$ cat src/verilog/adc_ctrl_pkg.sv
// Purpose: Shared constants and types for the converter start controller.
// Assumes: System clock of 20 MHz, one period is 50 ns.
// Notes:   Times are kept in ns and turned into cycle counts here.
package adc_ctrl_pkg;

    localparam int unsigned CLK_PERIOD_NS = 50;
    localparam int unsigned DATA_BITS     = 14;

    // All times round up to whole cycles; capture is the valid time rounded down plus one.
    localparam int unsigned MIN_CYCLE_NS   = 2000;
    localparam int unsigned FAST_HIGH_NS   = 1800;
    localparam int unsigned FAST_LOW_NS    = 200;
    localparam int unsigned SH_HIGH_NS     = 2000;
    localparam int unsigned DATA_VALID_NS  = 50;

    localparam int unsigned MIN_CYCLE_CYC  =
        (MIN_CYCLE_NS + CLK_PERIOD_NS - 1) / CLK_PERIOD_NS;
    localparam int unsigned FAST_HIGH_CYC  =
        (FAST_HIGH_NS + CLK_PERIOD_NS - 1) / CLK_PERIOD_NS;
    localparam int unsigned FAST_LOW_CYC   =
        (FAST_LOW_NS + CLK_PERIOD_NS - 1) / CLK_PERIOD_NS;
    localparam int unsigned SH_HIGH_CYC    =
        (SH_HIGH_NS + CLK_PERIOD_NS - 1) / CLK_PERIOD_NS;
    // Capture strictly more than the valid time after the falling edge.
    localparam int unsigned CAPTURE_CYC    = DATA_VALID_NS / CLK_PERIOD_NS + 1;

    localparam int unsigned CNT_W          = 16;
    localparam logic [15:0] SH_LOW_RESET   = 16'h000a;

    typedef struct packed {
        logic                 overrange;
        logic [DATA_BITS-1:0] code;
    } sample_s;

    typedef enum logic [1:0] {
        ST_IDLE   = 2'b00,
        ST_HIGH   = 2'b01,
        ST_LOW    = 2'b10
    } phase_e;

endpackage : adc_ctrl_pkg

$ cat src/verilog/adc_start_ctrl.sv
// Purpose: Drives the start strobe of a 14-bit subranging converter and
//          latches its result after each falling edge.
// Assumes: Converter outputs are synchronous to sys_clk.
// Notes:   One conversion per request, or back to back while run is high.
//          sh_mode and sh_low_cycles are taken at each rising strobe edge.
//          A request that arrives mid-conversion is not queued; hold it
//          until the next rise of adc_start.
// How it works
// A rising strobe edge starts the coarse pass and voids the old result.
// The new result is valid no later than 50 ns after the falling edge.
// Each conversion cycle lasts at least 2.0 us, longer is fine.
// Continuous mode is only a repeated strobe, no faster than 500 kHz.
// Without a sample-and-hold the strobe is high 1.8 us then low 0.2 us.
// With a sample-and-hold it is high 2.0 us then low for the settle time.
// The result is 14-bit straight binary with bit 1 as the MSB.
// Overrange acts as a fifteenth bit above the 14 data bits.
// The device merges coarse and fine passes into the 14-bit word.
// A latch strobed by the start edge needs it delayed by over 50 ns.
// Phases come from cycle counters and capture waits past 50 ns.
`timescale 1ns/1ns
`default_nettype none
module adc_start_ctrl #(
    parameter int unsigned DATA_BITS = adc_ctrl_pkg::DATA_BITS
) (
    input  wire logic                 sys_clk,
    input  wire logic                 rst_n,
    input  wire logic                 start_req,
    input  wire logic                 run,
    input  wire logic                 sh_mode,
    input  wire logic [15:0]          sh_low_cycles,
    input  wire logic [DATA_BITS-1:0] adc_data,
    input  wire logic                 adc_overrange,
    output logic                      adc_start,
    output logic                      busy,
    output logic                      sample_valid,
    output logic [DATA_BITS-1:0]      sample_code,
    output logic                      sample_overrange
);
    localparam int unsigned W  = adc_ctrl_pkg::CNT_W;
    localparam int unsigned PW = adc_ctrl_pkg::DATA_BITS;

    adc_ctrl_pkg::phase_e state;
    adc_ctrl_pkg::phase_e next_state;
    logic                 timer_load;
    logic [W-1:0]         timer_value;
    logic                 timer_done;
    logic                 capture_pending;
    logic [W-1:0]         capture_count;
    logic [W-1:0]         low_len;
    logic [W-1:0]         high_len;
    logic                 go;
    logic                 enter_high;
    logic                 enter_low;
    logic                 capture_now;
    logic                 hold_mode;
    logic [W-1:0]         hold_settle;
    logic [W-1:0]         since_rise;
    logic                 rate_ok;
    adc_ctrl_pkg::sample_s fresh;
    adc_ctrl_pkg::sample_s held;

    // One decoder serves both phases, so a conversion can never mix the
    // high time of one timing set with the low time of the other.
    function automatic logic [W-1:0] phase_cycles(
        input logic         high_phase,
        input logic         hold,
        input logic [W-1:0] settle
    );
        logic [W-1:0] len;
        if (high_phase) begin
            len = hold ? W'(adc_ctrl_pkg::SH_HIGH_CYC)
                       : W'(adc_ctrl_pkg::FAST_HIGH_CYC);
        end else if (hold && (settle > W'(adc_ctrl_pkg::FAST_LOW_CYC))) begin
            len = settle;
        end else begin
            // The low phase never drops below what makes the cycle 2.0 us.
            len = W'(adc_ctrl_pkg::FAST_LOW_CYC);
        end
        return len;
    endfunction : phase_cycles

    // The mode and settle time are taken once per conversion, at the
    // rising edge, so a change in mid-conversion waits for the next one.
    always_ff @(posedge sys_clk or negedge rst_n) begin
        if (!rst_n) begin
            hold_mode   <= 1'b0;
            hold_settle <= W'(adc_ctrl_pkg::FAST_LOW_CYC);
        end else if (enter_high) begin
            hold_mode   <= sh_mode;
            hold_settle <= sh_low_cycles;
        end
    end

    assign high_len = phase_cycles(1'b1, sh_mode, sh_low_cycles);
    assign low_len  = phase_cycles(1'b0, hold_mode, hold_settle);

    // Second guard on the 2.0 us cycle, counted from each rising edge.
    // The phase lengths already keep it; this stops a future change to
    // the constants from quietly breaking the rate limit.
    always_ff @(posedge sys_clk or negedge rst_n) begin
        if (!rst_n) begin
            since_rise <= '1;
        end else if (enter_high) begin
            since_rise <= '0;
        end else if (since_rise != '1) begin
            since_rise <= since_rise + W'(1);
        end
    end

    assign rate_ok = since_rise >= W'(adc_ctrl_pkg::MIN_CYCLE_CYC - 1);

    // A single request and the run level share one path into a cycle, so
    // continuous mode is nothing more than a request that stays up.
    assign go = start_req || run;

    always_comb begin
        next_state = state;
        case (state)
            adc_ctrl_pkg::ST_IDLE: begin
                // A request is only taken once the cycle guard allows a rise.
                if (go && rate_ok) begin
                    next_state = adc_ctrl_pkg::ST_HIGH;
                end
            end
            adc_ctrl_pkg::ST_HIGH: begin
                if (timer_done) begin
                    next_state = adc_ctrl_pkg::ST_LOW;
                end
            end
            adc_ctrl_pkg::ST_LOW: begin
                // The low phase must end before a new rising edge, so
                // back-to-back conversions never beat the 2.0 us cycle.
                if (timer_done && !go) begin
                    next_state = adc_ctrl_pkg::ST_IDLE;
                end else if (timer_done && rate_ok) begin
                    next_state = adc_ctrl_pkg::ST_HIGH;
                end
            end
            default: begin
                next_state = adc_ctrl_pkg::ST_IDLE;
            end
        endcase
    end

    assign enter_high = (next_state == adc_ctrl_pkg::ST_HIGH)
                     && (state != adc_ctrl_pkg::ST_HIGH);
    assign enter_low  = (next_state == adc_ctrl_pkg::ST_LOW)
                     && (state != adc_ctrl_pkg::ST_LOW);
    assign timer_load = enter_high || enter_low;
    // The timer loads N-1 so that each phase lasts exactly N cycles.
    assign timer_value = enter_high ? high_len - W'(1) : low_len - W'(1);

    // One timer serves both phases; it is reloaded at each phase entry and
    // rests at zero while the controller is idle.
    phase_timer #(
        .W (W)
    ) u_phase_timer (
        .sys_clk    (sys_clk),
        .rst_n      (rst_n),
        .load       (timer_load),
        .load_value (timer_value),
        .done       (timer_done)
    );

    assign capture_now = capture_pending && (capture_count == '0);

    always_ff @(posedge sys_clk or negedge rst_n) begin
        if (!rst_n) begin
            state     <= adc_ctrl_pkg::ST_IDLE;
            adc_start <= 1'b0;
        end else begin
            state     <= next_state;
            adc_start <= (next_state == adc_ctrl_pkg::ST_HIGH);
        end
    end

    // Capture waits CAPTURE_CYC edges after the falling edge plus one more,
    // so data is read 150 ns after the fall: well past the 50 ns valid
    // time, and clear of a converter that answers right on a clock edge.
    always_ff @(posedge sys_clk or negedge rst_n) begin
        if (!rst_n) begin
            capture_pending <= 1'b0;
            capture_count   <= '0;
        end else if (enter_low) begin
            capture_pending <= 1'b1;
            capture_count   <= W'(adc_ctrl_pkg::CAPTURE_CYC);
        end else if (capture_now) begin
            capture_pending <= 1'b0;
        end else if (capture_pending) begin
            capture_count   <= capture_count - W'(1);
        end
    end

    // Bit 1 on the device is the MSB, so adc_data[DATA_BITS-1] holds it.
    // sample_valid drops at every rise so a reader never takes a void word.
    always_ff @(posedge sys_clk or negedge rst_n) begin
        if (!rst_n) begin
            sample_valid     <= 1'b0;
            held             <= '0;
        end else if (enter_high) begin
            sample_valid     <= 1'b0;
        end else if (capture_now) begin
            sample_valid     <= 1'b1;
            held             <= fresh;
        end
    end

    // busy covers the capture wait too, so a caller that waits for it to
    // fall always finds the new result already in place.
    assign busy = (state != adc_ctrl_pkg::ST_IDLE) || capture_pending;

    // Word and overrange travel as one unit, overrange as the top bit.
    assign fresh = '{
        overrange: adc_overrange,
        code:      PW'(adc_data)
    };
    assign sample_overrange = held.overrange;

    // Port index DATA_BITS-k carries device bit k, bit 1 being the MSB.
    for (genvar b = 0; b < DATA_BITS; b++) begin : g_code_bit
        assign sample_code[b] = held.code[b];
    end
endmodule : adc_start_ctrl
`default_nettype wire

$ cat src/verilog/phase_timer.sv
// Purpose: Loadable down counter that marks when a phase has run out.
// Assumes: Load and the count share the system clock.
// Notes:   done is high while the count is zero.
`timescale 1ns/1ns
`default_nettype none
module phase_timer #(
    parameter int unsigned W = 16
) (
    input  wire logic         sys_clk,
    input  wire logic         rst_n,
    input  wire logic         load,
    input  wire logic [W-1:0] load_value,
    output logic              done
);
    logic [W-1:0] count;

    always_ff @(posedge sys_clk or negedge rst_n) begin
        if (!rst_n) begin
            count <= '0;
        end else if (load) begin
            count <= load_value;
        end else if (count != '0) begin
            count <= count - W'(1);
        end
    end

    assign done = (count == '0);
endmodule : phase_timer
`default_nettype wire

$ cat config.mk
export PLATFORM = sky130hd
export DESIGN_NAME = adc_start_ctrl
export DESIGN_NICKNAME = d
export VERILOG_FILES = /design/src/verilog/adc_ctrl_pkg.sv /design/src/verilog/adc_start_ctrl.sv /design/src/verilog/phase_timer.sv
export SDC_FILE = /design/constraint.sdc
export NUM_CORES = 1
export LEC_CHECK = 0
export ABC_AREA = 1
export BUFFER_PORTS_ARGS = -buffer_cell sky130_fd_sc_hd__buf_4
export CORE_ASPECT_RATIO = 1.5
export CORE_MARGIN = 1
export CORE_UTILIZATION = 63
export CTS_CLUSTER_SIZE = 14
export DETAILED_ROUTE_END_ITERATION = 8
export PLACE_DENSITY = 0.89
export SETUP_SLACK_MARGIN = 0.2
export SYNTH_ARGS = -nofsm -noshare
export SYNTH_HDL_FRONTEND = slang
export SYNTH_SLANG_ARGS = --single-unit
$ cat constraint.sdc
create_clock -name sys_clk -period 5 [get_ports sys_clk]
set_clock_uncertainty 0.15 [all_clocks]
set_input_delay 0.5 -clock sys_clk [delete_from_list [all_inputs] [get_ports sys_clk]]
set_output_delay 0.5 -clock sys_clk [all_outputs]
set_load 0.05 [all_outputs]
== After elaboration in Yosys (flattened, before gate mapping) ==
Index checks and enable logic that the tools add are counted.
Storage, ports and cells
  register bits: 85
  latch bits: 0
  RAM bits: 0
  memory bits (read-only): 0
  input bits: 36
  output and inout port bits: 18
  word-level logic and storage cells: 69
  memories: 0
Cells by class
  $add $sub $neg: 5
  $mul: 0
  div/mod/pow operators: 0
  order comparisons: 2
  equality and inequality tests: 8
  shift operators: 0
  multiplexer cells: 19
  bitwise gates (word level): 1
  reduce and logical (&&, ||, !) cells: 23
Operators with widths (count)
  16-bit 2-to-1 mux: 9
  16-bit by 1-bit subtractor with 16-bit output, second input constant: 3
  16-bit logical NOT: 2
  16-bit by 1-bit adder with 16-bit output, second input constant: 1
  16-bit by 6-bit >= comparator with 1-bit output, second input constant: 1
  16-bit by 3-bit greater-than comparator with 1-bit output, second input constant: 1
  16-bit inequality test, second input constant: 1
  16-bit nonzero test: 1
  2-bit nonzero test: 6
  2-bit 2-to-1 mux: 4
  1-bit logical AND: 7
  6-bit by 1-bit subtractor with 7-bit output, second input constant: 1
  2-bit case mux with 3 select lines: 1
  2-bit by 1-bit == test with 1-bit output, second input constant: 2
  2-bit == test, second input constant: 2
  1-bit 2-to-1 mux: 4
  4-bit 2-to-1 mux: 1
  2-bit inequality test, second input constant: 2
  2-bit AND reduction: 2
  1-bit logical OR: 3
  2-bit logical NOT: 1
  2-bit by 1-bit inequality test with 1-bit output, second input constant: 1
  1-bit logical NOT: 1
  1-bit inverter: 1

== Logic depth before layout (Yosys ltp) ==
  word-level depth: 9
  depth in mapped cells: 15
  depth with buffers taken out: 14

== Cells and area by module ==
A second synthesis with hierarchy kept.
Unflattened totals
  cell total of the unflattened synthesis: 680
  area total of the unflattened synthesis: 5054.8 µm²
By module, submodules not included
  adc_start_ctrl: instances 1, cells each 513, area each 3870.0 µm²
  phase_timer: instances 1, cells each 167, area each 1184.9 µm²

== Worst setup path before layout ==
OpenSTA, ideal clock, no wires.
  path kind: reg2reg
  start: reg u_phase_timer.count[0]
  end: reg held (netlist bit sample_code[0])
  data arrival time: 1838 ps
  data required time: 4731 ps
  path slack: 2893 ps
  cell stages (with the launch flop): 15
  path buffers: 1
  clock period less this slack: 2107 ps
  cell sequence: dfrtp_1 inv_1 ha_1 nand2_1 nor2_4 nand3_4 nor2_4 inv_2 nand3_2 nand3_4 nand2_4 nand2_2 buf_2 nand2_1 nand2_1
Between the ends
  longest elaborated chain between the ends: 9
  elaborated cells between the ends (all ways): 11
  classes of those cells: eq/ne: 1; mux: 4; bitwise: 1; reduce/logical: 5
Ends and longest elaborated chain
  start, declared: line phase_timer.sv:15  | logic [W-1:0] count;
  start signal, assigned: line phase_timer.sv:21  | count <= load_value;
  start signal, assigned: line phase_timer.sv:23  | count <= count - W'(1);
  16-bit logical NOT *: line phase_timer.sv:27  | assign done = (count == '0);
  1-bit logical AND: line adc_start_ctrl.sv:135  | end else if (timer_done && rate_ok) begin
  2-bit 2-to-1 mux: line adc_start_ctrl.sv:135
  2-bit 2-to-1 mux: line adc_start_ctrl.sv:133  | if (timer_done && !go) begin
  2-bit case mux with 3 select lines *: line adc_start_ctrl.sv:118  | case (state)
  named net next_state[0]: line adc_start_ctrl.sv:43  | adc_ctrl_pkg::phase_e next_state;
  2-bit by 1-bit == test with 1-bit output *: line adc_start_ctrl.sv:145  | assign enter_high = (next_state == adc_ctrl_pkg::ST_HIGH)
  1-bit logical AND *: line adc_start_ctrl.sv:146  | && (state != adc_ctrl_pkg::ST_HIGH);
  1-bit inverter (no line) *
  2-bit AND reduction (no line) *
  end signal, assigned: line adc_start_ctrl.sv:204  | held <= fresh;
  end, declared: line adc_start_ctrl.sv:60  | adc_ctrl_pkg::sample_s held;
Mark *: on every way through the listed nets, which the timed path passes. The rest lies on a longest branch.
A chain may end at the register's enable or synchronous reset.

== Worst setup path after layout ==
  start: reg hold_settle[6]
  end: reg u_phase_timer.count[10]
Between the ends
  longest elaborated chain between the ends: 6
Ends and longest elaborated chain
  start, declared: line adc_start_ctrl.sv:56  | logic [W-1:0] hold_settle;
  start signal, assigned: line adc_start_ctrl.sv:87  | hold_settle <= W'(adc_ctrl_pkg::FAST_LOW_CYC);
  start signal, assigned: line adc_start_ctrl.sv:90  | hold_settle <= sh_low_cycles;
  16-bit by 3-bit greater-than comparator with 1-bit output: line adc_start_ctrl.sv:73  | end else if (hold && (settle > W'(adc_ctrl_pkg::FAST_LOW_CYC))) begin
  1-bit logical AND: line adc_start_ctrl.sv:73
  16-bit 2-to-1 mux *: line adc_start_ctrl.sv:73
  16-bit by 1-bit subtractor with 16-bit output *: line adc_start_ctrl.sv:151  | assign timer_value = enter_high ? high_len - W'(1) : low_len - W'(1);
  16-bit 2-to-1 mux *: line adc_start_ctrl.sv:151
  16-bit 2-to-1 mux *: line phase_timer.sv:20  | end else if (load) begin
Mark *: on every way between the ends. The rest lies on a longest branch, timed or not.

==> Implementation_results.wiki <==
{| class="wikitable"
! Metric !! Value
|-
| Area of the die || 8020 sq um
|-
| Clock tree from TritonCTS || done
|-
| Primary flip-flop cell chosen by synthesis mapping || sky130_fd_sc_hd__dfrtp_1
|-
| Fraction of power consumed by combinational cells || 47.3%
|-
| Design Area, Final || 5440 sq um
|-
| Total Power || 3.34 mW
|-
| Dpl hpwl || 7390 um
|-
| Count of H-tree levels built during CTS || 3
|-
| CTS sink count || 85
|-
| Congestion Overflow GR || 0
|-
| Total nets after synthesis || 658
|-
| Max Transition Viols Final || 0
|-
| Switching Fraction || 46.2%
|-
| Share of the synthesized area in the top cell type || 35.3%
|-
| Placement-stage cell area || 5250 sq um
|-
| Most frequent cell on the critical path || sky130_fd_sc_hd__nand2_1
|-
| Setup Total Neg Slack || 0 ns
|-
| Source-to-sink clock delay at the later pin of the worst-skew pair || 0.38 ns
|-
| Worst Tran Pin Value || 1.02 ns
|-
| Antenna diode count || 0
|-
| Fmax achieved || 347 MHz
|-
| Maximum net fanout on the critical path || 14
|-
| Hold_ws || 0.146 ns
|-
| Start point of the critical path || hold_settle[6]$_DFFE_PN0N_
|-
| Effective utilization at floorplan || 65.9%
|-
| Kind of launch point of the worst setup path || flop
|-
| RSZ-0062 raised after global routing || false
|-
| Slowest-stage cell, CP || sky130_fd_sc_hd__dfrtp_1
|-
| Number of routed nets with antenna violations || 0
|-
| Number of design rule violations left after detail routing || 0
|-
| Clock Power Share || 14.8%
|-
| Die outline width || 73.5 um
|-
| Clock tree buffer depth || 2
|-
| Nets@finish || 704
|-
| Clock buffer count from CTS || 9
|-
| Max-cap viol count || 0
|-
| Buffer count from post-CTS setup fixing || 0
|-
| Synthesized instance count || 618
|-
| Signal arrival time at the worst endpoint || 3.04 ns
|-
| Class of the most critical hold timing path || input pin to asynchronous set/reset pin
|-
| Final setup violation count || 0
|-
| Internal power || 1.80 mW
|-
| Worst reg2reg path endpoint || u_phase_timer.count[10]$_DFFE_PN0P_
|-
| Fraction of final layout cells with drive strength greater than 1 || 16.1%
|-
| GRT Resource Usage Total || 28.1%
|-
| Count of endpoints failing hold in the final timing report || 0
|-
| Synthesis Warnings || 0
|-
| Relative slew slack || 31.8%
|-
| Fraction of synthesis flops using an asynchronous set or reset pin || 100%
|-
| Largest net degree at the start of global routing || 86
|-
| Smallest setup slack after layout || 2.12 ns
|-
| Aggregate routed wire length || 10400 um
|-
| Final cycle utilization of the critical path || 57.6%
|-
| Count leader, synth || sky130_fd_sc_hd__nand2_1
|-
| Type of the setup path with the least slack || flop to flop
|-
| Sequential fraction of design power || 37.9%
|-
| First-pass iteration count of the detailed router || 5
|-
| Largest stage delay, worst path || 0.43 ns
|-
| Via count of the first global-routing pass || 4020
|-
| Number of DRC markers in iteration 0 || 249
|-
| Post-DR wirelength/cell || 13.5 um
|-
| Total placed cells including tap cells || 753
|-
| Post-layout minimum cycle time || 2.88 ns
|-
| Sequential element share of the synthesized area || 44.5%
|-
| Total of hold buffers inserted after clock tree synthesis || 0
|-
| Layout area overhead || 12.7%
|-
| Initial antenna violation count || 0
|-
| Vertical die dimension || 109 um
|-
| Count of cells resized by post-cts repair || 0
|-
| Power density of the placed cells || 614 nW/um^2
|-
| Vias after detailed routing || 4221
|-
| Root Buffer || sky130_fd_sc_hd__clkbuf_8
|-
| Post-synthesis cell type with the largest combined area || sky130_fd_sc_hd__dfrtp_1
|-
| Cell types occupying the most area after synthesis || sky130_fd_sc_hd__dfrtp_1 (35%), sky130_fd_sc_hd__nand2_1 (10%), sky130_fd_sc_hd__dfstp_2 (9.3%)
|-
| Mean instance size in the synthesized netlist || 7.81 sq um
|-
| DR vias/cell || 5.49
|-
| Setup slack of the worst register-to-register path || 2.12 ns
|-
| Worst-path cell chain || inv_1 > nand3_1 > nor2_1 > nand2_1 > nand2_1 > inv_1 > nand2_1 > ha_1 > nand3_1 > nor2_1 > nand2_1 > nand2_1 > nand3_1 > a21oi_1
|-
| Number of different library cells in the post-synthesis netlist || 45
|-
| Number of cell rows || 38
|-
| Static power due to leakage || 2.63 nW
|-
| Largest voltage drop on the vdd net || 365 uV
|-
| Reg-to-reg critical path startpoint || hold_settle[6]$_DFFE_PN0N_
|-
| Clock transition at the registers of the reported paths || 0.08 ns
|-
| Post-synth EDFFs || 0
|-
| Yosys reg bits || 85
|-
| Synthesized cell area || 4830 sq um
|-
| Share of the core filled with cells in the final layout || 74.3%
|-
| Most common library cells after synthesis || sky130_fd_sc_hd__nand2_1 (134), sky130_fd_sc_hd__nor2_1 (86), sky130_fd_sc_hd__nand3_1 (78)
|-
| Final Instance Count excl. Fillers || 769
|-
| Wire length of the first global-routing pass || 17200 um
|-
| Worst setup slack after placement || 2.18 ns
|-
| Number of port buffers || 53
|-
| Core Box Area || 7320 sq um
|-
| Outcome || finished clean
|-
| WP data required || 5.16 ns
|-
| Weighted congestion reported at the end of routability-driven placement || 0.909
|-
| Number of cells on the worst reg-to-reg path || 14
|-
| Num ports || 54
|-
| Total net switching power || 1.54 mW
|-
| Critical Path End || u_phase_timer.count[10]$_DFFE_PN0P_
|-
| Kind of end point of the critical path || flop
|}
-- state kept, by name, summed over array words and instances (netlist names), 2 cells and up --
register and flops:
state 2, hold_settle 16, capture_count 16, u_phase_timer.count 16
sample_code 14, since_rise 16
-- per-layer routing --
metal / track usage, % / vias to the layer above / routed length (um)
met1: 31.2 / 1977 / 4080
met3: 4.53 / 24 / 416
met2: 50.1 / 121 / 5530
met4: 15.5 / 0 / 346
met5: 0 / - / 0
li1: - / 2099 / -
-- worst max-delay path: cells and delay by family (launching register included) --
family | cells | cell delay, ns
AND/OR/NAND/NOR | 10 | 1.60
flip-flops | 1 | 0.43
buffers and inverters | 2 | 0.31
adder cells (fa/ha/maj) | 1 | 0.18
AO/OA/AOI/OAI | 1 | 0.14
-- how the worst min path moves through the flow --
| stage | depth (start not counted) | to | slack [ns] | startpoint |
|---|---|---|---|---|
| final | 1 | capture_count[9]$_DFFE_PN0P_ | 0.15 | rst_n |
| after global routing | 3 | hold_settle[1]$_DFFE_PN0N_ | 0.19 | sh_low_cycles[1] |
| after CTS | 3 | hold_settle[1]$_DFFE_PN0N_ | 0.17 | sh_low_cycles[1] |
| after detailed placement | 2 | sample_code[0]$_DFFE_PN0P_ | 0.31 | sample_code[0]$_DFFE_PN0P_ |
| after global placement | 2 | sample_code[9]$_DFFE_PN0P_ | 0.30 | sample_code[9]$_DFFE_PN0P_ |
| after floorplan | 0 | adc_start$_DFF_PN0_ | 0.05 | rst_n |
-- power by group through the flow --
| stage | registers [mW] | clock network, mW | logic (mW) |
|---|---|---|---|
| 2_1_floorplan | 1.41 | 0 | 1.05 |
| 3_5_place_dp | 1.27 | 0 | 1.56 |
| 5_1_grt | 1.30 | 0.522 | 1.76 |
| 4_1_cts | 1.26 | 0.498 | 1.58 |
| 6_report | 1.27 | 0.493 | 1.58 |
| 3_3_place_gp | 1.25 | 0 | 1.51 |
-- cell type report --
type	count	area, sq um
tap	100	125
clock inverter	4	50.0
multi-input combinational	450	2330
inverter	64	240
fill	562	1880
clock buffer	12	145
sequential	85	2150
timing repair buffer	54	405
-- placed cells by master, fill, tap and decap left out, drive strengths merged, types with 2 or more instances in the layout --
cell      instances
inv              64
dfstp            17
o21a              2
xor2             20
nand4             9
o21ai            27
ha                4
nor2             90
nand3            82
buf              54
a211oi            2
or2               5
a21oi            19
nor3             14
clkinvlp          2
o211ai           11
xnor2            13
dfrtp            68
nor4              2
nand2           138
clkbuf           12
nor3b             4
-- cell families (layout without fill, tap and decap cells) --
logic type | after synthesis | after routing | share of synthesized area (%)
buf+inv | 83 | 134 | 7.29
simple gates | 347 | 347 | 32.9
xor+xnor | 33 | 33 | 5.99
flops | 85 | 85 | 44.5
compound gates | 66 | 66 | 8.24
fa+ha+maj | 4 | 4 | 1.04
Power figures use the tool's default switching activity.
